--- src/inc/scs_pkg.sv ---
`default_nettype none
package scs_pkg;
	// ----------------------------------------------------------------
	// clock and timing
	// ----------------------------------------------------------------
	localparam int CLK_NS           = 8;
	// a line input counts as live if edges come faster than 1 kHz
	localparam int LINE_TIMEOUT_NS  = 1_000_000;
	// a frame input counts as live if edges come faster than 20 Hz
	localparam int FRAME_TIMEOUT_NS = 50_000_000;
	localparam int LINE_TIMEOUT_CYC  = LINE_TIMEOUT_NS / CLK_NS;
	localparam int FRAME_TIMEOUT_CYC = FRAME_TIMEOUT_NS / CLK_NS;
	// a line pulse wider than this is a broad (vertical) pulse
	localparam int WIDE_PULSE_NS    = 8000;
	localparam int WIDE_PULSE_CYC   = (WIDE_PULSE_NS + CLK_NS - 1) / CLK_NS;
	// a line pulse narrower than this is a pseudo-sync (copy protection)
	localparam int CP_PULSE_NS      = 1000;
	localparam int CP_PULSE_CYC     = CP_PULSE_NS / CLK_NS;

	localparam int CNT_W = 24;
	localparam int PX_W  = 12;
	localparam int LN_W  = 11;

	// ----------------------------------------------------------------
	// register map
	// ----------------------------------------------------------------
	localparam logic [7:0] ADDR_TRAITS   = 8'h01;
	localparam logic [7:0] ADDR_CFG      = 8'h10;
	localparam logic [7:0] ADDR_HSTART   = 8'h11;
	localparam logic [7:0] ADDR_HACTIVE  = 8'h12;
	localparam logic [7:0] ADDR_VBLANK   = 8'h13;
	localparam logic [7:0] ADDR_IRQ_STAT = 8'h14;
	localparam logic [7:0] ADDR_IRQ_MASK = 8'h15;

	localparam int TR_HPOL   = 2;
	localparam int TR_VPOL   = 3;
	localparam int TR_TRI    = 4;
	localparam int TR_ILACE  = 5;
	localparam int TR_CP     = 6;
	localparam int TR_LOCK   = 7;
	localparam int CFG_FINV  = 0;
	localparam int CFG_SEL   = 1;
	localparam int IRQ_MODE  = 0;
	localparam int IRQ_CMD   = 1;

	localparam logic [7:0] CFG_RST     = 8'h00;
	localparam logic [7:0] HSTART_RST  = 8'h20;
	localparam logic [7:0] HACTIVE_RST = 8'hc8;
	localparam logic [7:0] VBLANK_RST  = 8'h14;
	localparam logic [7:0] MASK_RST    = 8'h00;

	localparam int CH_H = 0;
	localparam int CH_V = 1;
	localparam int CH_G = 2;

	typedef enum logic [1:0] {
		SYNC_NONE, SYNC_HV, SYNC_CS_LINE, SYNC_CS_GREEN
	} scs_sync_t;
endpackage : scs_pkg
`default_nettype wire

--- src/rtl/scs_top.sv ---
//
// Operation
// line sync out follows selected source raw
// frame sync out: vsync, or broad-pulse span
// open-drain interrupt on mode change, command done
// video valid high only outside blanking
// field output toggles for interlace, polarity configurable
// sync type code in bits 1:0
// hsync polarity in bit 2, 1 low
// vsync polarity in bit 3, 1 low
// bit 4 set for tri-level green sync
// bit 5 interlace, composite inputs only
// bit 6 copy protection pulses detected
// bit 7 pixel clock loop locked
// traits register live, writes ignored
//
`timescale 1ns/1ps
`default_nettype none
module scs_top
	import scs_pkg::*;
#(
	parameter int LINE_TIMEOUT  = scs_pkg::LINE_TIMEOUT_CYC,
	parameter int FRAME_TIMEOUT = scs_pkg::FRAME_TIMEOUT_CYC
) (
	input  wire logic       CLK_SYS,
	input  wire logic       RST,
	input  wire logic       HSYNC_IN,
	input  wire logic       VSYNC_IN,
	input  wire logic       GREEN_SYNC_IN,
	input  wire logic       GREEN_TRI_IN,
	input  wire logic       PLL_LOCK_IN,
	input  wire logic       PHASE_ADJUST_DONE_EVENT,
	input  wire logic [7:0] ADDR,
	input  wire logic [7:0] WDATA,
	input  wire logic       WR,
	input  wire logic       RD,
	output var  logic [7:0] RDATA,
	output var  logic       RAW_LINE_SYNC_OUT,
	output var  logic       RAW_FRAME_SYNC_OUT,
	output var  logic       VIDEO_VALID_OUT,
	output var  logic       FIELD_OUT,
	output var  logic       INT_OUT,
	output var  logic       INT_OE_N
);
	import scs_pkg::*;

	// ----------------------------------------------------------------
	// pin synchronisers
	// ----------------------------------------------------------------
	logic [4:0] pins_s;
	logic [2:0] ch_s;
	logic       tri_s;
	logic       lock_s;

	scs_sync2 #(.W(5)) u_sync (
		.clk (CLK_SYS),
		.rst (RST),
		.d   ({PLL_LOCK_IN, GREEN_TRI_IN, GREEN_SYNC_IN, VSYNC_IN, HSYNC_IN}),
		.q   (pins_s)
	);
	assign ch_s   = pins_s[2:0];
	assign tri_s  = pins_s[3];
	assign lock_s = pins_s[4];

	// ----------------------------------------------------------------
	// activity per input: edge seen within its timeout
	// ----------------------------------------------------------------
	logic [2:0] prev_r;
	logic [2:0] live_r;
	logic [1:0] pol_r;

	always_ff @(posedge CLK_SYS or posedge RST) begin
		if (RST) prev_r <= '0;
		else     prev_r <= ch_s;
	end

	genvar gi;
	generate
		for (gi = 0; gi < 3; gi++) begin : g_act
			localparam int TMO = (gi == CH_V) ? FRAME_TIMEOUT : LINE_TIMEOUT;
			logic [CNT_W-1:0] idle_r;
			always_ff @(posedge CLK_SYS or posedge RST) begin
				if (RST) begin
					// no edge seen yet, so nothing counts as live
					idle_r      <= CNT_W'(TMO);
					live_r[gi]  <= 1'b0;
				end else begin
					if (ch_s[gi] != prev_r[gi])
						idle_r <= '0;
					else if (idle_r != CNT_W'(TMO))
						idle_r <= idle_r + 1'b1;
					live_r[gi] <= (idle_r != CNT_W'(TMO));
				end
			end
		end
		// polarity: the shorter phase of the period is the pulse
		for (gi = 0; gi < 2; gi++) begin : g_pol
			logic [CNT_W-1:0] hi_r;
			logic [CNT_W-1:0] lo_r;
			// line polarity is voted, so broad pulses cannot flip it
			logic [2:0]       vote_r;
			always_ff @(posedge CLK_SYS or posedge RST) begin
				if (RST) begin
					hi_r       <= '0;
					lo_r       <= '0;
					vote_r     <= '0;
					pol_r[gi]  <= 1'b0;
				end else if (ch_s[gi] && !prev_r[gi]) begin
					if (hi_r > lo_r && vote_r != 3'h7)
						vote_r <= vote_r + 3'h1;
					else if (hi_r <= lo_r && vote_r != 3'h0)
						vote_r <= vote_r - 3'h1;
					pol_r[gi] <= (gi == CH_H) ? vote_r[2]
						: (hi_r > lo_r);
					hi_r      <= '0;
					lo_r      <= '0;
				end else if (ch_s[gi]) begin
					if (~&hi_r) hi_r <= hi_r + 1'b1;
				end else begin
					if (~&lo_r) lo_r <= lo_r + 1'b1;
				end
			end
		end
	endgenerate

	// ----------------------------------------------------------------
	// configuration and sync type selection
	// ----------------------------------------------------------------
	logic [7:0] cfg_r;
	logic [7:0] hstart_r;
	logic [7:0] hactive_r;
	logic [7:0] vblank_r;
	logic [7:0] mask_r;
	logic [7:0] traits_r;
	scs_sync_t  type_nxt;
	logic       composite;

	always_comb begin
		if (cfg_r[CFG_SEL+:2] != 2'b00)
			type_nxt = scs_sync_t'(cfg_r[CFG_SEL+:2]);
		else if (live_r[CH_H] && live_r[CH_V])
			type_nxt = SYNC_HV;
		else if (live_r[CH_H])
			type_nxt = SYNC_CS_LINE;
		else if (live_r[CH_G])
			type_nxt = SYNC_CS_GREEN;
		else
			type_nxt = SYNC_NONE;
	end
	assign composite = (type_nxt == SYNC_CS_LINE)
		|| (type_nxt == SYNC_CS_GREEN);

	// ----------------------------------------------------------------
	// line pulse, broad-pulse frame detect, counters
	// ----------------------------------------------------------------
	logic             line_act;
	logic             line_prev_r;
	logic             line_fall;
	logic [CNT_W-1:0] pw_r;
	logic             broad_r;
	logic             frame_act;
	logic             frame_prev_r;
	logic             frame_rise;
	logic [PX_W-1:0]  px_r;
	logic [LN_W-1:0]  ln_r;
	logic [LN_W-1:0]  last_ln_r;
	logic             ilace_r;
	logic             field_r;
	logic             cp_frame_r;
	logic             cp_r;
	logic             tri_line_r;
	logic             tri_r;

	assign line_act  = (type_nxt == SYNC_CS_GREEN) ? ch_s[CH_G]
		: (ch_s[CH_H] ^ pol_r[CH_H]);
	assign line_fall = line_prev_r && !line_act;
	assign frame_act = composite ? broad_r : (ch_s[CH_V] ^ pol_r[CH_V]);
	assign frame_rise = frame_act && !frame_prev_r;

	always_ff @(posedge CLK_SYS or posedge RST) begin
		if (RST) begin
			line_prev_r  <= 1'b0;
			frame_prev_r <= 1'b0;
			pw_r         <= '0;
			broad_r      <= 1'b0;
		end else begin
			line_prev_r  <= line_act;
			frame_prev_r <= frame_act;
			if (!line_act)
				pw_r <= '0;
			else if (~&pw_r)
				pw_r <= pw_r + 1'b1;
			// broad pulses open the span, the first normal pulse ends it
			if (line_act && pw_r == CNT_W'(WIDE_PULSE_CYC))
				broad_r <= 1'b1;
			else if (line_fall && pw_r < CNT_W'(WIDE_PULSE_CYC))
				broad_r <= 1'b0;
		end
	end

	always_ff @(posedge CLK_SYS or posedge RST) begin
		if (RST) begin
			px_r      <= '0;
			ln_r      <= '0;
			last_ln_r <= '0;
			ilace_r   <= 1'b0;
			field_r   <= 1'b0;
		end else begin
			if (line_act)
				px_r <= '0;
			else if (~&px_r)
				px_r <= px_r + 1'b1;
			if (frame_rise) begin
				ln_r      <= '0;
				last_ln_r <= ln_r;
				// fields whose line counts differ in parity mean interlace
				ilace_r   <= composite && (ln_r[0] != last_ln_r[0]);
				field_r   <= composite && (ln_r[0] != last_ln_r[0])
					&& !field_r;
			end else if (line_fall && ~&ln_r) begin
				ln_r <= ln_r + 1'b1;
			end
			if (!composite) begin
				ilace_r <= 1'b0;
				field_r <= 1'b0;
			end
		end
	end

	// copy protection: narrow pseudo-sync pulses, judged per frame
	always_ff @(posedge CLK_SYS or posedge RST) begin
		if (RST) begin
			cp_frame_r <= 1'b0;
			cp_r       <= 1'b0;
			tri_line_r <= 1'b0;
			tri_r      <= 1'b0;
		end else begin
			if (frame_rise) begin
				cp_r       <= cp_frame_r;
				cp_frame_r <= 1'b0;
			end else if (line_fall && pw_r < CNT_W'(CP_PULSE_CYC)) begin
				cp_frame_r <= 1'b1;
			end
			if (type_nxt != SYNC_CS_GREEN) begin
				tri_line_r <= 1'b0;
				tri_r      <= 1'b0;
			end else if (line_fall) begin
				tri_r      <= tri_line_r || tri_s;
				tri_line_r <= 1'b0;
			end else if (tri_s) begin
				tri_line_r <= 1'b1;
			end
		end
	end

	// ----------------------------------------------------------------
	// pin outputs
	// ----------------------------------------------------------------
	logic [PX_W-1:0] hs_px;
	logic [PX_W-1:0] he_px;

	assign hs_px = {2'b00, hstart_r, 2'b00};
	assign he_px = hs_px + {2'b00, hactive_r, 2'b00};

	always_ff @(posedge CLK_SYS or posedge RST) begin
		if (RST) begin
			RAW_LINE_SYNC_OUT  <= 1'b0;
			RAW_FRAME_SYNC_OUT <= 1'b0;
			VIDEO_VALID_OUT    <= 1'b0;
			FIELD_OUT          <= 1'b0;
		end else begin
			RAW_LINE_SYNC_OUT  <= (type_nxt == SYNC_CS_GREEN)
				? ch_s[CH_G] : ch_s[CH_H];
			RAW_FRAME_SYNC_OUT <= composite ? broad_r : ch_s[CH_V];
			VIDEO_VALID_OUT    <= !line_act && !frame_act
				&& ln_r >= {3'b000, vblank_r}
				&& px_r >= hs_px && px_r < he_px;
			FIELD_OUT          <= field_r ^ cfg_r[CFG_FINV];
		end
	end

	// ----------------------------------------------------------------
	// traits, interrupts, register port
	// ----------------------------------------------------------------
	logic [7:0] traits_nxt;
	logic [7:0] stat_r;
	logic [1:0] evt;
	logic [7:0] stat_nxt;
	logic [7:0] mask_nxt;

	// a mask write acts on the pin in the same cycle as on the register
	assign mask_nxt = (WR && ADDR == ADDR_IRQ_MASK) ? WDATA : mask_r;
	assign traits_nxt = {lock_s, cp_r, ilace_r, tri_r, pol_r[CH_V],
		pol_r[CH_H], type_nxt};
	assign evt = {PHASE_ADJUST_DONE_EVENT,
		traits_nxt[3:0] != traits_r[3:0]};
	// set wins over the clear-on-read
	assign stat_nxt = ((RD && ADDR == ADDR_IRQ_STAT) ? 8'h00 : stat_r)
		| {6'h00, evt};

	always_ff @(posedge CLK_SYS or posedge RST) begin
		if (RST) begin
			traits_r <= '0;
			stat_r   <= '0;
			INT_OUT  <= 1'b0;
			INT_OE_N <= 1'b1;
		end else begin
			traits_r <= traits_nxt;
			stat_r   <= stat_nxt;
			INT_OUT  <= 1'b0;
			INT_OE_N <= ~|(stat_nxt & mask_nxt);
		end
	end

	always_ff @(posedge CLK_SYS or posedge RST) begin
		if (RST) begin
			cfg_r     <= CFG_RST;
			hstart_r  <= HSTART_RST;
			hactive_r <= HACTIVE_RST;
			vblank_r  <= VBLANK_RST;
			mask_r    <= MASK_RST;
		end else if (WR) begin
			case (ADDR)
				ADDR_CFG:      cfg_r     <= WDATA;
				ADDR_HSTART:   hstart_r  <= WDATA;
				ADDR_HACTIVE:  hactive_r <= WDATA;
				ADDR_VBLANK:   vblank_r  <= WDATA;
				ADDR_IRQ_MASK: mask_r    <= WDATA;
				default:       ;
			endcase
		end
	end

	always_ff @(posedge CLK_SYS or posedge RST) begin
		if (RST) begin
			RDATA <= '0;
		end else if (RD) begin
			case (ADDR)
				ADDR_TRAITS:   RDATA <= traits_r;
				ADDR_CFG:      RDATA <= cfg_r;
				ADDR_HSTART:   RDATA <= hstart_r;
				ADDR_HACTIVE:  RDATA <= hactive_r;
				ADDR_VBLANK:   RDATA <= vblank_r;
				ADDR_IRQ_STAT: RDATA <= stat_r;
				ADDR_IRQ_MASK: RDATA <= mask_r;
				default:       RDATA <= 8'h00;
			endcase
		end else begin
			RDATA <= 8'h00;
		end
	end
endmodule : scs_top
`default_nettype wire

--- src/rtl/scs_sync2.sv ---
`timescale 1ns/1ps
`default_nettype none
module scs_sync2 #(
	parameter int W = 1
) (
	input  wire logic         clk,
	input  wire logic         rst,
	input  wire logic [W-1:0] d,
	output var  logic [W-1:0] q
);
	logic [W-1:0] meta_r;

	always_ff @(posedge clk or posedge rst) begin
		if (rst) begin
			meta_r <= '0;
			q      <= '0;
		end else begin
			meta_r <= d;
			q      <= meta_r;
		end
	end
endmodule : scs_sync2
`default_nettype wire

--- config.mk ---
export PLATFORM = sky130hd
export DESIGN_NAME = scs_top
export DESIGN_NICKNAME = d
export VERILOG_FILES = /design/src/inc/scs_pkg.sv /design/src/rtl/scs_top.sv /design/src/rtl/scs_sync2.sv
export SDC_FILE = /design/constraint.sdc
export NUM_CORES = 1
export LEC_CHECK = 0
export ABC_AREA = 0
export BUFFER_PORTS_ARGS = -buffer_cell sky130_fd_sc_hd__buf_4
export CORE_MARGIN = 3
export CORE_UTILIZATION = 48
export CTS_BUF_LIST = sky130_fd_sc_hd__clkbuf_2
export CTS_CLUSTER_SIZE = 24
export DETAILED_ROUTE_END_ITERATION = 8
export GPL_ROUTABILITY_DRIVEN = 0
export REMOVE_ABC_BUFFERS = 1
export SLEW_MARGIN = 20
export SYNTH_ARGS = -nofsm -noshare
export SYNTH_HDL_FRONTEND = slang
export SYNTH_SLANG_ARGS = --single-unit
--- constraint.sdc ---
create_clock -name CLK_SYS -period 10.5 [get_ports CLK_SYS]
set_input_delay 1.05 -clock CLK_SYS [delete_from_list [all_inputs] [get_ports CLK_SYS]]
set_output_delay 1.05 -clock CLK_SYS [all_outputs]
set_load 0.02 [all_outputs]
==> impl_results.md <==
* Reg2reg start: g_pol[0].lo_r[19]$_DFFE_PP0P_
* Residual DRC count at 0
* Power Total at roughly 2.7 mW
* Remaining global-route overflow at 0
* Core Rows at a little under 70
* Clock share of power at 0.326
* Fin crit share at 0.325
* CTS tree: built
* Power per cell area at around 150 mW/mm²
* Sequential fraction of the synthesis area at 0.465
* Relative slew slack at 0.322
* Overall routing resource usage at 0.194
* Layout cells sized above 1 at 0.143
* H-tree Lvls at 3
* Cells after Synth at ~1800
* Setup Viol. Count Final at 0
* Io pins at 40
* Cell internal pwr at 1.85 mW
* Final worst slack at between 7 and 8 ns
* Critical Path Source: g_pol[0].lo_r[19]$_DFFE_PP0P_
* Status: finished, final reports clean
* Die ar. at 0.0378 mm²
* Initial drt markers at just over 600
* Clk sinks at roughly 320
* Seq cells post-synth at 315
* Final Skew at 0.0743 ns
* RSZ-0062 raised after global routing: false
* Yosys top cell area share at 0.414
* Final hold vios at 0
* Largest net degree at the start of global routing at 170
* Psw at 0.867 mW
* Area post-placement at 0.0178 mm²
* Worst-path clk slew at about 0.10 ns
* Pre-CTS setup slack at between 6 and 7 ns
* Post-synth EDFFs at 0
* Vias in the first global route at roughly 13000
* Initial antenna violation count at 1
* Hold_buf cts at 0
* Register area at roughly 0.0079 mm²
* Die Y at around 190 µm
* Detailed-route wire length at 36200 µm
* Core ar. at ~0.035 mm²
* Critical Path RT at approximately 11 ns
* Critical path buffers and inverters at 1
* Synth top area cells: dfrtp_1, ha_1, dfstp_2
* Cts bufs inserted at 84
* DR WL/cell at 15.3 µm
* Clock Root Buffer: clkbuf_2
* Most frequent cells in the layout: dfrtp_1, nor2_1, clkbuf_2, nand2_1, inv_1
* Final Net Count at ~2000
* Vias post-DR at approximately 13000
* Synthesized area per cell at 9.71 µm²
* Non-Filler Instances at ~2400
* Leakage at ~8.4 nW
* First-pass DRT Iterations at 5
* Finished layout cell area at between 0.015 and 0.02 mm²
* Worst-Skew Late Latency at ~0.95 ns
* Max Cap Viol at 0
* Hold path startpoint: PLL_LOCK_IN
* Setup TNS at 0 ns
* HPWL after detailed placement at about 24000 µm
* Synth async-reset ratio at 1.00
* Fmax at 293 MHz
* Crit. End Element: flop
* Critical Path AT at approximately 4.2 ns
* Hold Crit Class: input port to flop
* IO Port Bufs at 38
* RR Endpoint: g_pol[0].vote_r[2]$_DFFE_PP0P_
* Initial Util at 0.489
* Post-Syn Area at ~0.017 mm²
* Hold Path Cell Cnt at 1
* Worst reg2reg path depth at 12
* Minimum clock period at 3.41 ns
* Final hold slack at around 0.23 ns
* Area occupied by multi-input gates at ~0.0085 mm²
* CTS resizes at 0
* Setup bufs post-CTS at 0
* Reg power frac at 0.510
* Hold-critical path endpoint: u_sync.meta_r[4]$_DFF_PP0_
* Commonest non-fill, non-tap cell in the layout: dfrtp_1
* Synth Flop Type: dfrtp_1
* Gate power share at 0.164
* Area growth from synthesis to layout at 8.97%
* Fill cells at 3250
* Final ANT Viol Nets at 0
* Horiz. Die Dim at roughly 200 µm
* Kind of critical path: flop to flop
* Post-layout util at 0.533
* Crit-path cells: inv_1 -> ha_1 -> nand4_1 -> nor4_1 -> o31a_1 -> o21ai_1 -> a31o_2 -> fa_1 -> nand4b_1 -> nor2_1 -> or4_1 -> a21oi_1
* Placed cell count at roughly 2200
* Synth unique cells at 72
* Sw frac at 0.320
* CP Launch Type: flop
* Cell family with most CP delay: simple AND/OR/NAND/NOR gates
* Fin. max-slew vios at 0
* CP Max Fanout at 7
* Worst Max-Slew Pin Slew at 1.02 ns
* Vias per Instance at roughly 5.4
* Largest stage delay on the critical path at between 0.4 and 0.5 ns
* CP max-delay cell: or4_1
* First-pass GRT wire length at between 60000 and 70000 µm
* Largest area contributor in the netlist: dfrtp_1
* R2R Setup Slk at 7.09 ns
* Worst vdd rail ir drop at about 0.08 mV
* Max Buffers Root-to-Sink at 3
* Yosys Warn Count at 0
[worst reg2reg max path: stages, from the launching register on]
cell      delay [ns]
dfrtp_1         0.40
inv_1           0.10
ha_1            0.33
nand4_1         0.18
nor4_1          0.45
o31a_1          0.21
o21ai_1         0.17
a31o_2          0.29
fa_1            0.43
nand4b_1        0.12
nor2_1          0.05
or4_1           0.48
a21oi_1         0.12
[per-layer routing]
| layer | vias up | routed length [µm] | GRT usage |
|---|---|---|---|
| met4 | 0 | 772 | 0.0601 |
| met2 | 219 | 16300 | 0.303 |
| met3 | 68 | 1500 | 0.0440 |
| li1 | 6365 | - | - |
| met1 | 6154 | 17600 | 0.273 |
| met5 | - | 0 | 0 |
[power by group through the flow]
stage	registers [mW]	logic (mW)	clock network [mW]
2_1_floorplan	1.38	0.337	0
3_5_place_dp	1.41	0.450	0
5_1_grt	1.40	0.513	0.992
3_3_place_gp	1.41	0.441	0
4_1_cts	1.38	0.453	0.928
6_report	1.38	0.446	0.884
[synthesized netlist by cell type (10+ instances only)]
library cell / instances
xnor2_1: 80
o31ai_1: 10
and2_1: 53
nor2_1: 204
inv_1: 103
dfstp_2: 33
nand2_1: 124
o21ai_0: 94
ha_1: 98
nor2b_1: 11
mux2_2: 40
clkbuf_1: 37
nand4_1: 62
nand3_1: 87
dfrtp_1: 282
and4_1: 13
nor4_1: 18
a21oi_1: 61
mux2i_1: 26
nor3_1: 39
xor2_1: 82
or3_1: 20
and3_1: 34
a31oi_1: 14
nor4b_1: 12
[final cells by class]
type | count | share of cell area
multi-input cells | 1290 | 0.460
repair buffers | 44 | 0.0185
flip-flops and latches | 315 | 0.427
clock inverters | 23 | 0.00755
clock buffers | 128 | 0.0345
inverters | 103 | 0.0215
diodes | 2 | 0.000270
well taps | 455 | 0.0307
[worst max path at each step]
stage,slack (ns),endpoint,depth (start not counted)
after floorplan,0.79,FIELD_OUT$_DFF_PP0_,1
after global placement,7.01,hstart_r[0]$_DFFE_PP0P_,6
after detailed placement,6.96,hstart_r[0]$_DFFE_PP0P_,6
after CTS,7.08,g_pol[0].vote_r[2]$_DFFE_PP0P_,12
after global routing,6.83,g_pol[0].vote_r[2]$_DFFE_PP0P_,12
final,7.09,g_pol[0].vote_r[2]$_DFFE_PP0P_,12
[sequential cells by signal (all words and copies together), names as in the netlist, 2 cells and up]
| signal | cells |
|---|---|
| vblank_r | 8 |
| live_r | 3 |
| RDATA | 8 |
| pw_r | 24 |
| mask_r | 8 |
| hstart_r | 8 |
| px_r | 12 |
| prev_r | 3 |
| g_act.idle_r | 72 |
| g_pol.lo_r | 48 |
| g_pol.hi_r | 48 |
| g_pol.vote_r | 3 |
| stat_r | 8 |
| ln_r | 11 |
| cfg_r | 8 |
| u_sync.q | 5 |
| traits_r | 8 |
| hactive_r | 8 |
| pol_r | 2 |
| u_sync.meta_r | 5 |
[logic make-up after synthesis]
logic type | count (synthesis) | share of synthesized area
buf+inv | 149 | 0.0342
flops | 315 | 0.465
mux | 66 | 0.0417
other cells | 1 | 0.000220
compound gates | 250 | 0.0900
xor+xnor | 162 | 0.0833
simple gates | 711 | 0.211
fa+ha+maj | 100 | 0.0743
Power figures use the tool's default switching activity.
